**src/csi_pkg.sv**
```systemverilog
package csi_pkg;
  // register file and pointer pairs
  localparam int          NUM_WORK_REGS   = 32;
  localparam logic [4:0]  PTR_X_LOW_IDX   = 5'h1A;
  localparam logic [4:0]  PTR_X_HIGH_IDX  = 5'h1B;
  localparam logic [4:0]  PTR_Y_LOW_IDX   = 5'h1C;
  localparam logic [4:0]  PTR_Y_HIGH_IDX  = 5'h1D;
  localparam logic [4:0]  PTR_Z_LOW_IDX   = 5'h1E;
  localparam logic [4:0]  PTR_Z_HIGH_IDX  = 5'h1F;
  // data space: registers occupy addresses below this
  localparam logic [15:0] REG_SPACE_END   = 16'h0020;
  // stack pointer reset value (top of data memory), used as parameter default
  localparam logic [15:0] TOP_OF_DATA_MEMORY = 16'h02FF;
  // status register bit of the global enable
  localparam int          GLOBAL_EN_BIT   = 7;
  // timing in core cycles (core clock undivided)
  localparam int          ENTRY_CYCLES    = 4;
  localparam int          EXIT_CYCLES     = 4;
  localparam int          WAKE_EXTRA_CYCLES = 4;
  // stack pointer steps
  localparam logic [15:0] SP_STEP_BYTE    = 16'h0001;
  localparam logic [15:0] SP_STEP_ADDR    = 16'h0002;

  typedef enum logic [2:0] {
    CSI_OP_NONE,
    CSI_OP_PUSH,
    CSI_OP_POP,
    CSI_OP_CALL,
    CSI_OP_RET,
    CSI_OP_INTERRUPT_EXIT_INSTR
  } csi_stack_op_t;

  typedef enum logic [1:0] {
    CSI_GI_NONE,
    CSI_GI_SET,
    CSI_GI_CLEAR
  } csi_gi_op_t;
endpackage

```
**src/csi_core.sv**
```systemverilog
// Functional notes
// - the 32 working registers appear at data addresses 0x00 to 0x1F.
// - X, Y, Z pointers are pairs 27:26, 29:28, 31:30, odd byte high.
// - byte push lowers stack pointer by one, byte pop raises it by one.
// - call and interrupt entry lower it by two; returns raise it by two.
// - stack pointer is two readable writable bytes, reset to top of memory.
// - a source is taken only with its enable and the global enable set.
// - lower vector wins among pending; reset first, then external request zero.
// - entry clears global enable; software may reset it; interrupt exit sets it.
// - vectoring to a flag source clears that source's flag in hardware.
// - writing one to a flag clears it, zero leaves it.
// - flags stay pending while disabled, then serve in priority order.
// - level sources request only while their condition is present.
// - after interrupt exit one main instruction runs before another entry.
// - status flags are neither saved on entry nor restored on exit.
// - disable instruction blocks any interrupt, even one in the same cycle.
// - after enable instruction the next instruction runs before any interrupt.
// - entry takes four cycles pushing the program counter, then the vector runs.
// - a multi-cycle instruction completes before interrupt entry begins.
// - waking from sleep adds four cycles to the entry response.
// - interrupt exit takes four cycles, pops the counter, raises pointer, sets enable.
// - the core runs directly on the chip clock with no division.
// - global enable is bit 7 of the status flags register.
module csi_core
  import csi_pkg::*;
#(
  parameter int          NUM_SRC  = 8,
  parameter logic [15:0] SP_RESET = csi_pkg::TOP_OF_DATA_MEMORY,
  // vector word addresses, index 0 = external request zero; reset sits at 0
  parameter logic [NUM_SRC*16-1:0] VEC_ADDRS = {16'h0010, 16'h000E, 16'h000C, 16'h000A,
                                                16'h0008, 16'h0006, 16'h0004, 16'h0002}
) (
  input  wire logic                   i_clk,
  input  wire logic                   i_rst_b,
  // working register read/write port (sequencer or data-space load/store)
  input  wire logic                   i_reg_we,
  input  wire logic [15:0]            i_reg_addr,
  input  wire logic [7:0]             i_reg_wdata,
  output logic      [7:0]             o_reg_rdata,
  output logic                        o_reg_hit,
  // pointer pair increment/decrement by pointer instructions
  input  wire logic                   i_ptr_upd,
  input  wire logic [1:0]             i_ptr_sel,
  input  wire logic [15:0]            i_ptr_new,
  output logic      [15:0]            o_ptr_x,
  output logic      [15:0]            o_ptr_y,
  output logic      [15:0]            o_ptr_z,
  // stack pointer i/o space access
  input  wire logic                   i_sp_wr_low,
  input  wire logic                   i_sp_wr_high,
  input  wire logic [7:0]             i_sp_wdata,
  input  wire csi_pkg::csi_stack_op_t i_stack_op,
  output logic      [15:0]            o_stack_ptr,
  // status flags register access
  input  wire logic                   i_status_flags_register_wr,
  input  wire logic [7:0]             i_status_flags_register_wdata,
  input  wire logic [6:0]             i_alu_flags,
  input  wire logic                   i_alu_flags_we,
  input  wire csi_pkg::csi_gi_op_t    i_gi_op,
  output logic      [7:0]             o_status_flags_register,
  // sequencer handshake
  input  wire logic                   i_instr_done,
  input  wire logic                   i_asleep,
  input  wire logic                   i_wake_done,
  // interrupt sources
  input  wire logic [NUM_SRC-1:0]     i_src_event,
  input  wire logic [NUM_SRC-1:0]     i_src_level,
  input  wire logic [NUM_SRC-1:0]     i_src_is_level,
  input  wire logic [NUM_SRC-1:0]     i_src_enable,
  input  wire logic                   i_flag_wr,
  input  wire logic [NUM_SRC-1:0]     i_flag_wdata,
  output logic      [NUM_SRC-1:0]     o_flags,
  // entry / exit control toward the sequencer
  output logic                        o_irq_busy,
  output logic                        o_push_pc,
  output logic                        o_pop_pc,
  output logic                        o_vector_load,
  output logic      [15:0]            o_vector_addr
);
  import csi_pkg::*;

  if (NUM_SRC < 1 || NUM_SRC > 16) begin : g_num_src_check
    $error("NUM_SRC out of range");
  end

  typedef enum logic [1:0] {ST_RUN, ST_ENTRY, ST_EXIT} csi_state_t;

  logic [7:0]         regs_reg [NUM_WORK_REGS];
  logic [15:0]        sp_reg;
  logic [7:0]         status_flags_register_reg;
  logic [NUM_SRC-1:0] flag_reg;
  csi_state_t         state_reg;
  logic [3:0]         cnt_reg;
  logic               hold_reg;
  logic [NUM_SRC-1:0] win_reg;
  logic [15:0]        vec_reg;
  logic               push_reg;
  logic               pop_reg;
  logic               load_reg;
  logic               busy_reg;
  logic [7:0]         rdata_reg;
  logic               hit_reg;

  // request qualification and fixed priority
  logic [NUM_SRC-1:0] req;
  logic [NUM_SRC-1:0] win;
  logic               any_req;
  logic               gi_eff;
  logic               take;
  always_comb begin
    req = '0;
    win = '0;
    for (int i = 0; i < NUM_SRC; i++) begin
      req[i] = i_src_enable[i] && (i_src_is_level[i] ? i_src_level[i] : flag_reg[i]);
    end
    for (int i = NUM_SRC - 1; i >= 0; i--) begin
      if (req[i]) win = NUM_SRC'(1) << i;
    end
  end
  assign any_req = |req;
  // a disable in this very cycle kills the take
  assign gi_eff  = status_flags_register_reg[GLOBAL_EN_BIT] && (i_gi_op != CSI_GI_CLEAR);
  assign take    = (state_reg == ST_RUN) && i_instr_done && !hold_reg && gi_eff && any_req
                   && (!i_asleep || i_wake_done);

  function automatic logic [15:0] vec_of(input logic [NUM_SRC-1:0] one_hot);
    logic [15:0] v;
    v = 16'h0000;
    for (int i = 0; i < NUM_SRC; i++) begin
      if (one_hot[i]) v = VEC_ADDRS[i*16 +: 16];
    end
    return v;
  endfunction

  // working registers, including the pointer pairs
  always_ff @(posedge i_clk or negedge i_rst_b) begin
    if (!i_rst_b) begin
      for (int i = 0; i < NUM_WORK_REGS; i++) regs_reg[i] <= 8'h00;
    end else begin
      if (i_reg_we && i_reg_addr < REG_SPACE_END) begin
        regs_reg[i_reg_addr[4:0]] <= i_reg_wdata;
      end
      if (i_ptr_upd) begin
        case (i_ptr_sel)
          2'h0: begin
            regs_reg[PTR_X_LOW_IDX]  <= i_ptr_new[7:0];
            regs_reg[PTR_X_HIGH_IDX] <= i_ptr_new[15:8];
          end
          2'h1: begin
            regs_reg[PTR_Y_LOW_IDX]  <= i_ptr_new[7:0];
            regs_reg[PTR_Y_HIGH_IDX] <= i_ptr_new[15:8];
          end
          default: begin
            regs_reg[PTR_Z_LOW_IDX]  <= i_ptr_new[7:0];
            regs_reg[PTR_Z_HIGH_IDX] <= i_ptr_new[15:8];
          end
        endcase
      end
    end
  end

  always_ff @(posedge i_clk or negedge i_rst_b) begin
    if (!i_rst_b) begin
      rdata_reg <= 8'h00;
      hit_reg   <= 1'b0;
    end else begin
      hit_reg   <= i_reg_addr < REG_SPACE_END;
      rdata_reg <= (i_reg_addr < REG_SPACE_END) ? regs_reg[i_reg_addr[4:0]] : 8'h00;
    end
  end

  // stack pointer
  always_ff @(posedge i_clk or negedge i_rst_b) begin
    if (!i_rst_b) begin
      sp_reg <= SP_RESET;
    end else if (state_reg == ST_ENTRY && cnt_reg == 4'h0) begin
      sp_reg <= sp_reg - SP_STEP_ADDR;
    end else if (state_reg == ST_EXIT && cnt_reg == 4'h0) begin
      sp_reg <= sp_reg + SP_STEP_ADDR;
    end else if (i_sp_wr_low || i_sp_wr_high) begin
      if (i_sp_wr_low)  sp_reg[7:0]  <= i_sp_wdata;
      if (i_sp_wr_high) sp_reg[15:8] <= i_sp_wdata;
    end else begin
      case (i_stack_op)
        CSI_OP_PUSH: sp_reg <= sp_reg - SP_STEP_BYTE;
        CSI_OP_POP:  sp_reg <= sp_reg + SP_STEP_BYTE;
        CSI_OP_CALL: sp_reg <= sp_reg - SP_STEP_ADDR;
        CSI_OP_RET:  sp_reg <= sp_reg + SP_STEP_ADDR;
        default:     sp_reg <= sp_reg;
      endcase
    end
  end

  // status flags: only the global enable is touched by entry and exit
  always_ff @(posedge i_clk or negedge i_rst_b) begin
    if (!i_rst_b) begin
      status_flags_register_reg <= 8'h00;
    end else begin
      if (i_status_flags_register_wr) begin
        status_flags_register_reg <= i_status_flags_register_wdata;
      end else if (i_alu_flags_we) begin
        status_flags_register_reg[6:0] <= i_alu_flags;
      end
      if (take) begin
        status_flags_register_reg[GLOBAL_EN_BIT] <= 1'b0;
      end else if (state_reg == ST_EXIT && cnt_reg == 4'h0) begin
        status_flags_register_reg[GLOBAL_EN_BIT] <= 1'b1;
      end else if (i_gi_op == CSI_GI_SET) begin
        status_flags_register_reg[GLOBAL_EN_BIT] <= 1'b1;
      end else if (i_gi_op == CSI_GI_CLEAR) begin
        status_flags_register_reg[GLOBAL_EN_BIT] <= 1'b0;
      end
    end
  end

  // flags: a new event beats any clear in the same cycle
  always_ff @(posedge i_clk or negedge i_rst_b) begin
    if (!i_rst_b) begin
      flag_reg <= '0;
    end else begin
      for (int i = 0; i < NUM_SRC; i++) begin
        if (i_src_event[i] && !i_src_is_level[i]) begin
          flag_reg[i] <= 1'b1;
        end else if (take && win[i] && !i_src_is_level[i]) begin
          flag_reg[i] <= 1'b0;
        end else if (i_flag_wr && i_flag_wdata[i]) begin
          flag_reg[i] <= 1'b0;
        end
      end
    end
  end

  // one-instruction hold after exit or after the enable instruction
  always_ff @(posedge i_clk or negedge i_rst_b) begin
    if (!i_rst_b) begin
      hold_reg <= 1'b0;
    end else if (state_reg == ST_EXIT && cnt_reg == 4'h0) begin
      hold_reg <= 1'b1;
    end else if (i_gi_op == CSI_GI_SET && !status_flags_register_reg[GLOBAL_EN_BIT]) begin
      hold_reg <= 1'b1;
    end else if (i_instr_done && state_reg == ST_RUN) begin
      hold_reg <= 1'b0;
    end
  end

  // entry / exit sequencer; the core clock is never divided
  always_ff @(posedge i_clk or negedge i_rst_b) begin
    if (!i_rst_b) begin
      state_reg <= ST_RUN;
      cnt_reg   <= 4'h0;
      win_reg   <= '0;
      vec_reg   <= 16'h0000;
      push_reg  <= 1'b0;
      pop_reg   <= 1'b0;
      load_reg  <= 1'b0;
      busy_reg  <= 1'b0;
    end else begin
      load_reg <= 1'b0;
      case (state_reg)
        ST_RUN: begin
          if (take) begin
            state_reg <= ST_ENTRY;
            busy_reg  <= 1'b1;
            win_reg   <= win;
            vec_reg   <= vec_of(win);
            push_reg  <= 1'b1;
            cnt_reg   <= 4'(i_asleep ? ENTRY_CYCLES + WAKE_EXTRA_CYCLES - 1
                                     : ENTRY_CYCLES - 1);
          end else if (i_stack_op == CSI_OP_INTERRUPT_EXIT_INSTR && i_instr_done) begin
            state_reg <= ST_EXIT;
            busy_reg  <= 1'b1;
            pop_reg   <= 1'b1;
            cnt_reg   <= 4'(EXIT_CYCLES - 1);
          end
        end
        ST_ENTRY: begin
          if (cnt_reg == 4'h0) begin
            state_reg <= ST_RUN;
            busy_reg  <= 1'b0;
            push_reg  <= 1'b0;
            load_reg  <= 1'b1;
          end else begin
            cnt_reg <= cnt_reg - 4'h1;
          end
        end
        ST_EXIT: begin
          if (cnt_reg == 4'h0) begin
            state_reg <= ST_RUN;
            busy_reg  <= 1'b0;
            pop_reg   <= 1'b0;
          end else begin
            cnt_reg <= cnt_reg - 4'h1;
          end
        end
        default: state_reg <= ST_RUN;
      endcase
    end
  end

  assign o_reg_rdata   = rdata_reg;
  assign o_reg_hit     = hit_reg;
  assign o_ptr_x       = {regs_reg[PTR_X_HIGH_IDX], regs_reg[PTR_X_LOW_IDX]};
  assign o_ptr_y       = {regs_reg[PTR_Y_HIGH_IDX], regs_reg[PTR_Y_LOW_IDX]};
  assign o_ptr_z       = {regs_reg[PTR_Z_HIGH_IDX], regs_reg[PTR_Z_LOW_IDX]};
  assign o_stack_ptr   = sp_reg;
  assign o_status_flags_register        = status_flags_register_reg;
  assign o_flags       = flag_reg;
  assign o_irq_busy    = busy_reg;
  assign o_push_pc     = push_reg;
  assign o_pop_pc      = pop_reg;
  assign o_vector_load = load_reg;
  assign o_vector_addr = vec_reg;

  // checks
  a_entry_clears_gie: assert property (@(posedge i_clk) disable iff (!i_rst_b)
    take |=> !status_flags_register_reg[GLOBAL_EN_BIT]) else $error("global enable not cleared on entry");
  a_entry_sp_down: assert property (@(posedge i_clk) disable iff (!i_rst_b)
    (take && !i_asleep) |=> ##4 (sp_reg == $past(sp_reg, 5) - SP_STEP_ADDR))
    else $error("entry did not lower stack pointer by two");
  a_entry_len: assert property (@(posedge i_clk) disable iff (!i_rst_b)
    (take && !i_asleep) |=> o_push_pc [*4] ##1 o_vector_load)
    else $error("entry not four cycles");
  a_wake_len: assert property (@(posedge i_clk) disable iff (!i_rst_b)
    (take && i_asleep) |=> o_push_pc [*8] ##1 o_vector_load)
    else $error("wake entry not eight cycles");
  a_exit_sets_gie: assert property (@(posedge i_clk) disable iff (!i_rst_b)
    $rose(o_pop_pc) |=> ##3 status_flags_register_reg[GLOBAL_EN_BIT]) else $error("exit did not set enable");
  a_cli_blocks: assert property (@(posedge i_clk) disable iff (!i_rst_b)
    (i_gi_op == CSI_GI_CLEAR) |-> !take) else $error("interrupt taken with disable");
  a_needs_enable: assert property (@(posedge i_clk) disable iff (!i_rst_b)
    take |-> (|(win & i_src_enable)) && status_flags_register_reg[GLOBAL_EN_BIT])
    else $error("disabled source taken");
  a_flag_cleared: assert property (@(posedge i_clk) disable iff (!i_rst_b)
    (take && |(win & ~i_src_is_level & ~i_src_event)) |=> !(|(flag_reg & $past(win))))
    else $error("flag not cleared on vectoring");
  a_push_one: assert property (@(posedge i_clk) disable iff (!i_rst_b)
    (state_reg == ST_RUN && !take && !i_sp_wr_low && !i_sp_wr_high && i_stack_op == CSI_OP_PUSH)
    |=> sp_reg == $past(sp_reg) - SP_STEP_BYTE) else $error("push step wrong");
  a_hold_after_exit: assert property (@(posedge i_clk) disable iff (!i_rst_b)
    (state_reg == ST_EXIT && cnt_reg == 4'h0) |=> !take) else $error("no instruction after exit");

  c_entry: cover property (@(posedge i_clk) disable iff (!i_rst_b) o_vector_load);
  c_exit:  cover property (@(posedge i_clk) disable iff (!i_rst_b) $fell(o_pop_pc));
  c_wake:  cover property (@(posedge i_clk) disable iff (!i_rst_b) take && i_asleep);
endmodule

```
**config.mk**
```make
export PLATFORM = sky130hd
export DESIGN_NAME = csi_core
export DESIGN_NICKNAME = d
export VERILOG_FILES = /design/src/csi_pkg.sv /design/src/csi_core.sv
export SDC_FILE = /design/constraint.sdc
export NUM_CORES = 1
export LEC_CHECK = 0
export BUFFER_PORTS_ARGS = -buffer_cell sky130_fd_sc_hd__buf_2
export CORE_AREA = 2 2 189 191
export DETAILED_ROUTE_END_ITERATION = 16
export DIE_AREA = 0 0 191 193
export MAX_ROUTING_LAYER = met4
export PLACE_DENSITY = 0.71
export SLEW_MARGIN = 20
export SYNTH_ARGS = -nofsm -noshare
export SYNTH_HDL_FRONTEND = slang
export SYNTH_SLANG_ARGS = --single-unit
export TNS_END_PERCENT = 30
```
**constraint.sdc**
```tcl
create_clock -name i_clk -period 2.4 [get_ports i_clk]
set_input_delay 0 -clock i_clk [delete_from_list [all_inputs] [get_ports i_clk]]
set_output_delay 0 -clock i_clk [all_outputs]
set_load 0.03 [all_outputs]
```
# Word level (Yosys, flattened, before mapping)

Cells that the tools add are included.

Register bits: 324
Input port bits: 122

$add $sub $neg: 5
Magnitude comparators: 3
Equal/unequal tests: 21
Mux-type cells: 95
Bitwise logic cells: 1
Reductions and logical operators: 94

Operators with widths:

| operator              | number |
|---|---|
| $bwmux 256            | 1 |
| $mux 16               | 13 |
| $mux 8                | 14 |
| $mux 48               | 2 |
| $pmux 16 s4           | 1 |
| $logic_and 1x1->1     | 52 |
| $mux 1                | 47 |
| $bmux 8 s5            | 1 |
| $demux 8 s5           | 1 |
| $reduce_bool 3->1     | 9 |
| $add 16x1->16 const B | 1 |
| $add 16x2->16 const B | 1 |
| $lt 16x6->1 const B   | 1 |
| $sub 16x1->16 const B | 1 |
| $sub 16x2->16 const B | 1 |
| $mux 7                | 2 |
| $mux 4                | 3 |
| $logic_not 1->1       | 11 |
| $reduce_and 3->1      | 3 |
| $mux 2                | 4 |
| $ne 2x1->1 const B    | 4 |
| $ne 2x2->1 const B    | 4 |
| $ne 4x3->1 const B    | 2 |
| $pmux 4 s2            | 1 |
| 23 further kinds      | 39 |

# Logic depth before layout (Yosys ltp)

Gate-level depths: netlist of the first run.

Depth in word-level cells: 18
Gate-level depth with buffers: 11
Gate-level depth less buffers: 10

# Least setup slack after synthesis of the first run

Ideal clock, no wire load.

Path kind: register to register
Start: register sp_reg[1], in the netlist o_stack_ptr[1]
End: register sp_reg[13], in the netlist o_stack_ptr[13]
Setup time: 119 ps
Data arrival time: 2522 ps
Data required time: 2281 ps
Slack: -241 ps
Cell stages (with the launch flop): 11
Period minus slack after synthesis: 2641 ps
Cells stage by stage: dfstp_2 -> inv_1 -> ha_1 -> or4b_4 -> or3_1 -> buf_6 -> nor3_4 -> xor2_1 -> a221oi_1 -> o221ai_2 -> o21a_1

Longest elaborated chain between the ends: 5

Ends and longest elaborated chain:

| what                                        | line                             | RTL |
|---|---|---|
| from (decl)                                 | csi_core.sv:89                   | `logic [15:0] sp_reg;` |
| from (signal assigned)                      | csi_core.sv:177                  | `sp_reg <= sp_reg - SP_STEP_ADDR;` |
| from (signal assigned)                      | csi_core.sv:179                  | `sp_reg <= sp_reg + SP_STEP_ADDR;` |
| from (signal assigned)                      | csi_core.sv:181                  | `if (i_sp_wr_low) sp_reg[7:0] <= i_sp_wdata;` |
| $add 16x2->16, or another cell as far along | csi_core.sv:179, csi_core.sv:188 |  |
| $pmux 16 s4                                 | csi_core.sv:184                  | `case (i_stack_op)` |
| $mux 16                                     | csi_core.sv:180                  | `end else if (i_sp_wr_low \|\| i_sp_wr_high) begin` |
| $mux 16                                     | csi_core.sv:178                  | `end else if (state_reg == ST_EXIT && cnt_reg == 4'h0) begin` |
| $mux 16 (*)                                 | csi_core.sv:176                  | `end else if (state_reg == ST_ENTRY && cnt_reg == 4'h0) begin` |

Mark *: on every way between the ends. The rest lies on a longest branch, timed or not.
A chain may end at the register's enable or synchronous reset.

# Final worst setup path of the first run

Same ends and word-level chain as after synthesis.

==> reports/results.ini, run 1 <==
[run_status]
outcome = finished with violations
violations = negative setup slack

[setup_path]
end_kind = flip-flop
r2r_start = o_stack_ptr[1]$_DFFE_PN1P_
ff2ff_path_depth = 9
cp.arrival_ns = 2.81
crit_type = reg -> reg
crit_required_ns = 2.81
r2r_slack_ns = -0.002
cp-start-kind = flip-flop
worstPathMaxFanout = 5
r2r_end = o_stack_ptr[13]$_DFFE_PN0P_

[floorplanning]
initial_core_util_pct = 49.2
core_um2 = 35000
dieArea_um2 = 36900
dieHeight_um = 193
row_count = 69
pin_count = 231
dieWidth_um = 191

[timing]
clock_skew_ns = 0.0318
rsz0062_at_grt = yes
final_hold_viol_count = 0
setup_viol = 1
drv_slew = 0
post-route-min-period_ns = 2.40
fin_ws_ns = -0.00164
worstMarginPinSlew_ns = 0.709
fin_crit_sh_pct = 100
timing.fmax_mhz = 416
slew_headroom_pct = 52.7

[clock_network]
clock_path_buffers = 3
clk_latency_ns = 0.54
cts_buffers = 36
cts.clk_slew.worst_paths_ns = 0.06
cts_tree = done
htreeDepth = 2
cts-root-buf = clkbuf_16
cts_sinks = 312

[route]
drtIter0Drc = 1041
avgViaCountPerCell = 5.87
drc = 0
dr.pass1.iters = 5
ant_nets = 0
wl_mm = 49.4
wl_per_cell_um = 21.3
vias = 13600

[placement]
dp_hpwl_mm = 33.2
placed_cell_area_um2 = 19300
io_buffers = 218
routabilityCongestion = 0.927
preCtsSetupSlack_ns = -0.123

[global_routing]
grt_pass1_wl_mm = 76.6
antenna_found_initial = 0
gr-usage-all-layers_pct = 27.5
first_global_vias = 13700
grt_max_degree = 86
grt_overflow = 0

[pwr]
pwr-share-clk_pct = 33.4
irDropWorstVdd_uv = 576
power_density_nw_per_um2 = 776
power.total_uw = 16800
pwr-share-seq_pct = 36.0
p_sw_uw = 5680
p_int_uw = 11100
comb_power_share_pct = 30.7
swShare_pct = 33.9
p_leak_uw = 0.0102

[worst_hold_path]
worstHoldPathCells = 5
min_from = i_stack_op[2]
hold_end = o_stack_ptr[3]$_DFFE_PN1P_
hp-class = in -> reg

[logic_synthesis]
synth-edff-count = 0
yosys_warnings = 0
synth_area_um2 = 17200
ys_seq_elements = 312
synthDistinctLibCells = 85
async_reset_ff_share_pct = 100
syn_inst = 1473
ys_seq_area_share_pct = 45.5
synth_top_flop_cell = dfrtp_1
avgSynthCellArea_um2 = 11.7

[layout]
final_cell_mix = dfrtp_1, mux2_2, buf_2
n_antenna_cell = 0
largest_register_ffs = 208
syn_to_final_growth_pct = 25.7
nets = 1981
final_util_pct = 61.8
stdcell_area_um2 = 21600
final_common_cell = dfrtp_1
drive_above_1_share_pct = 42.5

[flow_run]
max_cap_viol_count = 0

-- critical path, cell delays in order, from the launching register on --
cell      delay (ns)
dfstp_2         0.38
inv_4           0.08
ha_4            0.13
or4b_4          0.45
or3_4           0.39
nor3_4          0.21
xor2_1          0.10
a221oi_2        0.29
o221ai_2        0.12
o21a_1          0.12
-- synth_stat cells, drive strengths merged (11+ instances only) --
| cell type | n | area share, % |
|---|---|---|
| xnor2 | 14 | 0.71 |
| mux2i | 63 | 3.7 |
| nand2 | 116 | 2.5 |
| nor2 | 85 | 2.6 |
| nand3 | 26 | 0.79 |
| mux4 | 66 | 8.6 |
| xor2 | 11 | 0.56 |
| ha | 23 | 1.7 |
| nor3 | 15 | 0.50 |
| inv | 35 | 0.76 |
| o21ai | 80 | 2.3 |
| mux2 | 219 | 14 |
| buf | 81 | 3.3 |
| a21oi | 70 | 2.0 |
| dfrtp | 303 | 44 |
| clkbuf | 67 | 1.5 |
| o22ai | 24 | 0.87 |
-- cell type report --
| class | instances | area, um^2 |
|---|---|---|
| fillers | 2730 | 13400 |
| multi-input cells | 988 | 8630 |
| flip-flops and latches | 312 | 7820 |
| repair buffers | 461 | 3250 |
| clock buffers | 49 | 1010 |
| well taps | 461 | 577 |
| clock inverters | 16 | 196 |
| inverters | 36 | 138 |
-- through the flow --
stage | hold WS, ns | TNS (ns) | std cells
after floorplan | -0.296 | -0.267 | 1484
after global placement | 0.0538 | -0.147 | 2158
after detailed placement | 0.0561 | -0.355 | 2158
after CTS | 0.00820 | -0.00381 | 2319
after global routing | 0.0383 | -0.437 | 2323
final | 0.0108 | -0.00164 | 2323
-- power by group through the flow --
stage	Sequential, uW	Combinational (uW)	Clock, uW
after floorplan	6400	2760	0
after global placement	6080	4620	0
after detailed placement	6090	4700	0
after CTS	6000	4930	5670
after global routing	6070	5560	5880
final	6030	5140	5600
-- how the worst max path moves through the flow --
stage | start | to | slack [ns] | cells after the start
finish | o_stack_ptr[1]$_DFFE_PN1P_ | o_stack_ptr[13]$_DFFE_PN0P_ | -0.002 | 9
global route | o_stack_ptr[1]$_DFFE_PN1P_ | o_stack_ptr[11]$_DFFE_PN0P_ | -0.11 | 10
CTS | o_stack_ptr[2]$_DFFE_PN1P_ | o_stack_ptr[13]$_DFFE_PN0P_ | -0.004 | 9
detailed placement | o_stack_ptr[0]$_DFFE_PN1P_ | o_stack_ptr[14]$_DFFE_PN0P_ | -0.12 | 9
global placement | o_stack_ptr[0]$_DFFE_PN1P_ | o_stack_ptr[14]$_DFFE_PN0P_ | -0.07 | 9
floorplan | o_stack_ptr[1]$_DFFE_PN1P_ | o_stack_ptr[15]$_DFFE_PN0P_ | -0.1 | 10
-- logic make-up after synthesis --
logic type	after synthesis	synth area share, %
AND/OR/NAND/NOR	320	9.87
XOR/XNOR	25	1.27
multiplexers	348	26.7
flip-flops	312	45.5
other	1	0.0218
buffers and inverters	184	5.52
AO/OA/AOI/OAI	258	9.32
adder cells (fa/ha/maj)	25	1.85
-- layer usage --
metal | track usage [%] | up-vias | wire [um]
li1 | - | 6086 | -
met1 | 35.5 | 6916 | 20900
met2 | 45.7 | 548 | 24400
met3 | 3.44 | 97 | 2720
met4 | 8.65 | 0 | 1390
met5 | - | - | 0
-- timing repair --
item / 4_1_cts / 5_1_grt
pin swaps: 5 / 16
hold buffers: 94 / 0
gates resized for setup: 10 / 25
setup buffers: 2 / 4
gates cloned: 0 / 0
endpoints found under the setup margin: 6 / 23
hold endpoints to repair: 220 / 0
Power figures use the tool's default switching activity.
==> run 2, diff against run 1 <==
- CORE_AREA: 2 2 189 191 -> 2 2 184 186
- DIE_AREA: 0 0 191 193 -> 0 0 186 188
- PLACE_DENSITY: 0.71 -> 0.74
==> run 2 against run 1 <==
  * The flow still finishes with violations (negative setup slack)
  * Global-route usage up 1.9 points
  * Non-clock buffer count down 28
  * Register-to-register slack worse by 0.07 ns
  * Critical path depth unchanged
  * Wire length up 0.41%
  * Clock skew down 0.0070 ns
  * Die area down 5.1%
  * Count of clock-buffer cells in the layout up 3
  * Clock power down 8.8%
  * Critical path type unchanged
  * Critical endpoint is now o_stack_ptr[15]$_DFFE_PN0P_
  * Largest power group unchanged
  * Highest routed layer unchanged
==> reports/results.ini, run 2 (synthesis results as in run 1) <==
[floorplanning]
core_um2 = 33100
row_count = 67
dieArea_um2 = 35000
pin_count = 231
initial_core_util_pct = 51.9
dieWidth_um = 186
dieHeight_um = 188

[setup_path]
crit_required_ns = 2.79
worstPathMaxFanout = 6
slowest_delay_ns = 0.46
cp_slowest_cell = or4b_4
cp-start-kind = flip-flop
crit_type = reg -> reg
cp.arrival_ns = 2.87
crit_chain = inv_4, ha_4, or4b_4, or3_4, nand3b_4, xnor2_2, a221oi_2, a31o_1, a2bb2oi_2
end_kind = flip-flop

[timing]
rsz0062_at_grt = yes
fin_crit_sh_pct = 103
setup_viol = 1
worstMarginPinSlew_ns = 0.730
final_hold_viol_count = 0
timing.fmax_mhz = 404
drv_slew = 0
post-route-min-period_ns = 2.47
slew_headroom_pct = 51.4
fin_ws_ns = -0.0740
clock_skew_ns = 0.0248

[route]
wl_per_cell_um = 21.8
drc = 0
avgViaCountPerCell = 6.06
ant_nets = 0
drtIter0Drc = 1128
vias = 13800
dr.pass1.iters = 6
wl_mm = 49.6

[placement]
routabilityCongestion = 0.960
dp_hpwl_mm = 32.9
placed_cells = 2118
placed_cell_area_um2 = 19000
io_buffers = 218

[layout]
n_antenna_cell = 0
layout.cells.non_filler = 2275
final_cell_mix = dfrtp_1, mux2_2, buf_2
syn_to_final_growth_pct = 23.5
largest_register_ffs = 208
final_common_cell = dfrtp_1
drive_above_1_share_pct = 41.1
nets = 1951
stdcell_area_um2 = 21200

[clock_network]
cts_sinks = 312
cts-root-buf = clkbuf_16
cts_buffers = 34
cts.clk_slew.worst_paths_ns = 0.06
clock_path_buffers = 3
htreeDepth = 2
clk_latency_ns = 0.52
cts_tree = done

[global_routing]
grt_pass1_wl_mm = 78.4
first_global_vias = 14200
grt_max_degree = 92
antenna_found_initial = 0
gr-usage-all-layers_pct = 29.4
grt_overflow = 0

[flow_run]
max_cap_viol_count = 0

[pwr]
p_leak_uw = 0.00998
irDropWorstVdd_uv = 480
power_density_nw_per_um2 = 765

[worst_hold_path]
hp-class = in -> async

[run_status]
violations = negative setup slack
outcome = finished with violations

==> run 2: worst max-delay path, delay by kind of cell (launching register included) <==
kind	cells	cell delay (ns)
AOI/OAI and AO/OA	3	0.55
xor gates and xnor gates	1	0.17
adders and majority gates	1	0.13
buffers and inverters	1	0.09
DFF	1	0.39
and+or+nand+nor	3	1.04
==> run 2: where the power goes <==
group          switching (uW)  internal, uW
Sequential                388          5670
Combinational            3050          2020
Clock                    2150          2960
Total                    5590         10700
==> run 2: worst paths after layout <==
kind,slack (ns),to,cells after the start,from
max,-0.07,o_stack_ptr[15]$_DFFE_PN0P_,9,o_stack_ptr[1]$_DFFE_PN1P_
min,0.01,o_ptr_y[6]$_DFF_PN0_,2,i_rst_b
max reg2reg,-0.07,o_stack_ptr[15]$_DFFE_PN0P_,9,o_stack_ptr[1]$_DFFE_PN1P_
min reg2reg,0.50,regs_reg[150]$_DFFE_PN0P_,1,regs_reg[150]$_DFFE_PN0P_
max in group asynchronous,1.47,regs_reg[225]$_DFFE_PN0P_,3,i_rst_b
min in group i_clk,0.02,o_status_flags_register[7]$_DFFE_PN0P_,4,i_status_flags_register_wdata[7]
==> run 2: routing by layer <==
metal / GRT usage (%) / up-vias / part of all wire, %
li1: - / 6016 / -
met1: 38.2 / 6965 / 40
met2: 46.8 / 650 / 49
met3: 4.19 / 151 / 7.0
met4: 11.4 / 0 / 4.0
met5: - / - / 0
==> run 2: what timing repair did <==
item / CTS / global route
hold buffers: 93 / 0
setup endpoints to repair: 7 / 23
hold endpoints to repair: 387 / 0
setup buffers: 0 / 6
pin swaps: 2 / 23
gates resized for setup: 8 / 25
==> run 2: area by class of cell <==
cell class	instances	area [um^2]
multi-input combinational	988	8630
clock inverter	6	82.6
inverter	36	138
clock buffer	52	990
tap	448	561
timing repair buffer	433	3020
fill	2448	11900
sequential	312	7820
==> run 2: through the flow <==
step                hold WS (ns)  total power, uW  util [%]  setup WS, ns  setup TNS [ns]
global placement         -0.0305            10600      57.5        -0.125          -0.415
global route              0.0469            17000      64.1        -0.134          -0.395
floorplan                 -0.296             9150         -       -0.0978          -0.267
CTS                     0.000747            16000      63.7       -0.0678          -0.131
finish                    0.0118            16200      64.1       -0.0740         -0.0740
detailed placement       -0.0260            10700      57.5        -0.202          -0.841
==> run 3, diff against run 2 <==
- PLACE_DENSITY: 0.74 -> 0.86
==> run 3 against run 2 <==
  * The flow finishes with violations (negative hold slack, negative setup slack)
  * Sequential power barely moved
  * Largest cell class unchanged
  * First-iteration DRC count rose by 39%
  * Worst setup slack gained 0.054 ns
==> reports/results.ini, run 3 (synthesis results as in run 1) <==
[pwr]
irDropWorstVdd_uv = 602
p_leak_uw = 0.0101
pwr-share-clk_pct = 34.9
p_sw_uw = 5760
comb_power_share_pct = 29.9
power_density_nw_per_um2 = 797
swShare_pct = 33.5
pwr-share-seq_pct = 35.2
p_int_uw = 11400

[layout]
nFillCells = 2242
n_antenna_cell = 0
syn_to_final_growth_pct = 25.2
largest_register_ffs = 208
final_cell_mix = dfrtp_1, mux2_2, buf_2
layout.cells.non_filler = 2281
final_util_pct = 65.0
nets = 1952
multi_input_area_um2 = 8640
register_area_um2 = 7820
drive_above_1_share_pct = 42.0
final_common_cell = dfrtp_1

[route]
ant_nets = 0
drtIter0Drc = 1564
vias = 14300
avgViaCountPerCell = 6.25
wl_mm = 52.3
drc = 0
dr.pass1.iters = 7
wl_per_cell_um = 22.9

[setup_path]
r2r_end = o_stack_ptr[10]$_DFFE_PN0P_
ff2ff_path_depth = 10
startpoint = o_stack_ptr[1]$_DFFE_PN1P_
r2r_start = o_stack_ptr[1]$_DFFE_PN1P_
end_kind = flip-flop
endpoint = o_stack_ptr[10]$_DFFE_PN0P_
cp-start-kind = flip-flop
crit_required_ns = 2.79
crit_type = reg -> reg
r2r_slack_ns = -0.02
worstPathMaxFanout = 4
cp.arrival_ns = 2.81

[floorplanning]
dieArea_um2 = 35000
pin_count = 231
initial_core_util_pct = 51.9
row_count = 67
core_um2 = 33100
dieHeight_um = 188
dieWidth_um = 186

[clock_network]
cts.clk_slew.worst_paths_ns = 0.06
cts-root-buf = clkbuf_16
cts_buffers = 35
cts_sinks = 312
clock_path_buffers = 3
htreeDepth = 2
cts_tree = done
clk_latency_ns = 0.53

[timing]
drv_slew = 0
post-route-min-period_ns = 2.42
worstMarginPinSlew_ns = 0.761
fin_tns_setup_ns = -0.0294
clock_skew_ns = 0.0158
rsz0062_at_grt = yes
timing.fmax_mhz = 413
whs_ns = -0.0149
fin_crit_sh_pct = 101
fin_ws_ns = -0.0202
final_hold_viol_count = 7
slew_headroom_pct = 49.3
setup_viol = 3

[placement]
dp_hpwl_mm = 32.6
placed_cells = 2118
io_buffers = 218
routabilityCongestion = 0.984

[run_status]
violations = negative hold slack, negative setup slack
outcome = finished with violations

[worst_hold_path]
hp-class = in -> async

[global_routing]
gr-usage-all-layers_pct = 30.7
met2_usage_pct = 49.5
antenna_found_initial = 0
first_global_vias = 14800
gr-usage-met3_pct = 5.88
grt_pass1_wl_mm = 81.0
use_met1_pct = 37.2
grt_max_degree = 87
grt_overflow = 0
grt.busiest_layer = met2

[flow_run]
max_cap_viol_count = 0

run 3: cell count changes in the layout (fill, tap and decap cells not counted), moves of 2 or more:
cell / delta
buf_12: +3
buf_4: -5
clkinv_2: +3
a21oi_2: +2
bufinv_16: +5
clkinv_8: -2
a21oi_1: -2
inv_6: +3
clkbuf_1: -9
inv_16: +2
o311ai_1: -2
clkbuf_8: +5
run 3: critical path: stages, from the launching register on:
cell,delay [ns]
dfstp_2,0.56
inv_4,0.06
fa_2,0.39
nor2b_4,0.14
o2111ai_2,0.14
a31oi_2,0.31
nor2_2,0.08
buf_4,0.15
xnor2_1,0.12
a211oi_1,0.26
nor3_1,0.07
run 3: per-stage QoR:
| step | worst slack [ns] | area, um^2 | hold slack, ns | power [uW] |
|---|---|---|---|---|
| after floorplan | -0.0978 | 17300 | -0.296 | 9150 |
| after global placement | -0.141 | 19100 | -0.0515 | 10500 |
| after detailed placement | -0.239 | 19100 | -0.0488 | 10700 |
| after CTS | 0.0000817 | 21400 | 0.000629 | 16900 |
| after global routing | -0.116 | 21500 | 0.0351 | 17800 |
| final | -0.0202 | 21500 | -0.0149 | 17200 |
run 3: per-layer routing:
layer  vias up  share of wire (%)
li1       6007                  -
met1      7021                 37
met2      1003                 49
met3       224                9.1
met4         0                5.1
met5         -                  0
run 3: what timing repair did:
action | CTS | global route
setup buffers | 2 | 3
endpoints found under the setup margin | 9 | 21
gates resized for setup | 8 | 30
endpoints found under the hold margin | 386 | 0
pin swaps | 3 | 11
hold buffers | 94 | 0
run 3: power by group through the flow:
stage | Combinational (uW) | Sequential [uW] | Clock [uW]
global route | 5480 | 6080 | 6260
CTS | 4810 | 6020 | 6030
floorplan | 2760 | 6400 | 0
finish | 5120 | 6040 | 5990
detailed placement | 4580 | 6090 | 0
global placement | 4460 | 6080 | 0
run 3: how the worst min path moves through the flow:
stage | from | to | slack, ns | cells past startpoint
2_1_floorplan | i_rst_b | cnt_reg[0]$_DFFE_PN0P_ | -0.30 | 0
3_3_place_gp | i_rst_b | regs_reg[57]$_DFFE_PN0P_ | -0.05 | 1
3_5_place_dp | i_rst_b | regs_reg[56]$_DFFE_PN0P_ | -0.05 | 1
4_1_cts | i_rst_b | regs_reg[169]$_DFFE_PN0P_ | 0.0006 | 2
6_report | i_rst_b | regs_reg[56]$_DFFE_PN0P_ | -0.01 | 2
5_1_grt | i_rst_b | regs_reg[56]$_DFFE_PN0P_ | 0.04 | 2
run 3: area by class of cell:
class | count | area share [%]
clock buffers | 48 | 4.76
inverters | 36 | 0.640
multi-input cells | 988 | 40.2
flip-flops and latches | 312 | 36.3
well taps | 448 | 2.61
repair buffers | 433 | 14.2
clock inverters | 16 | 1.27
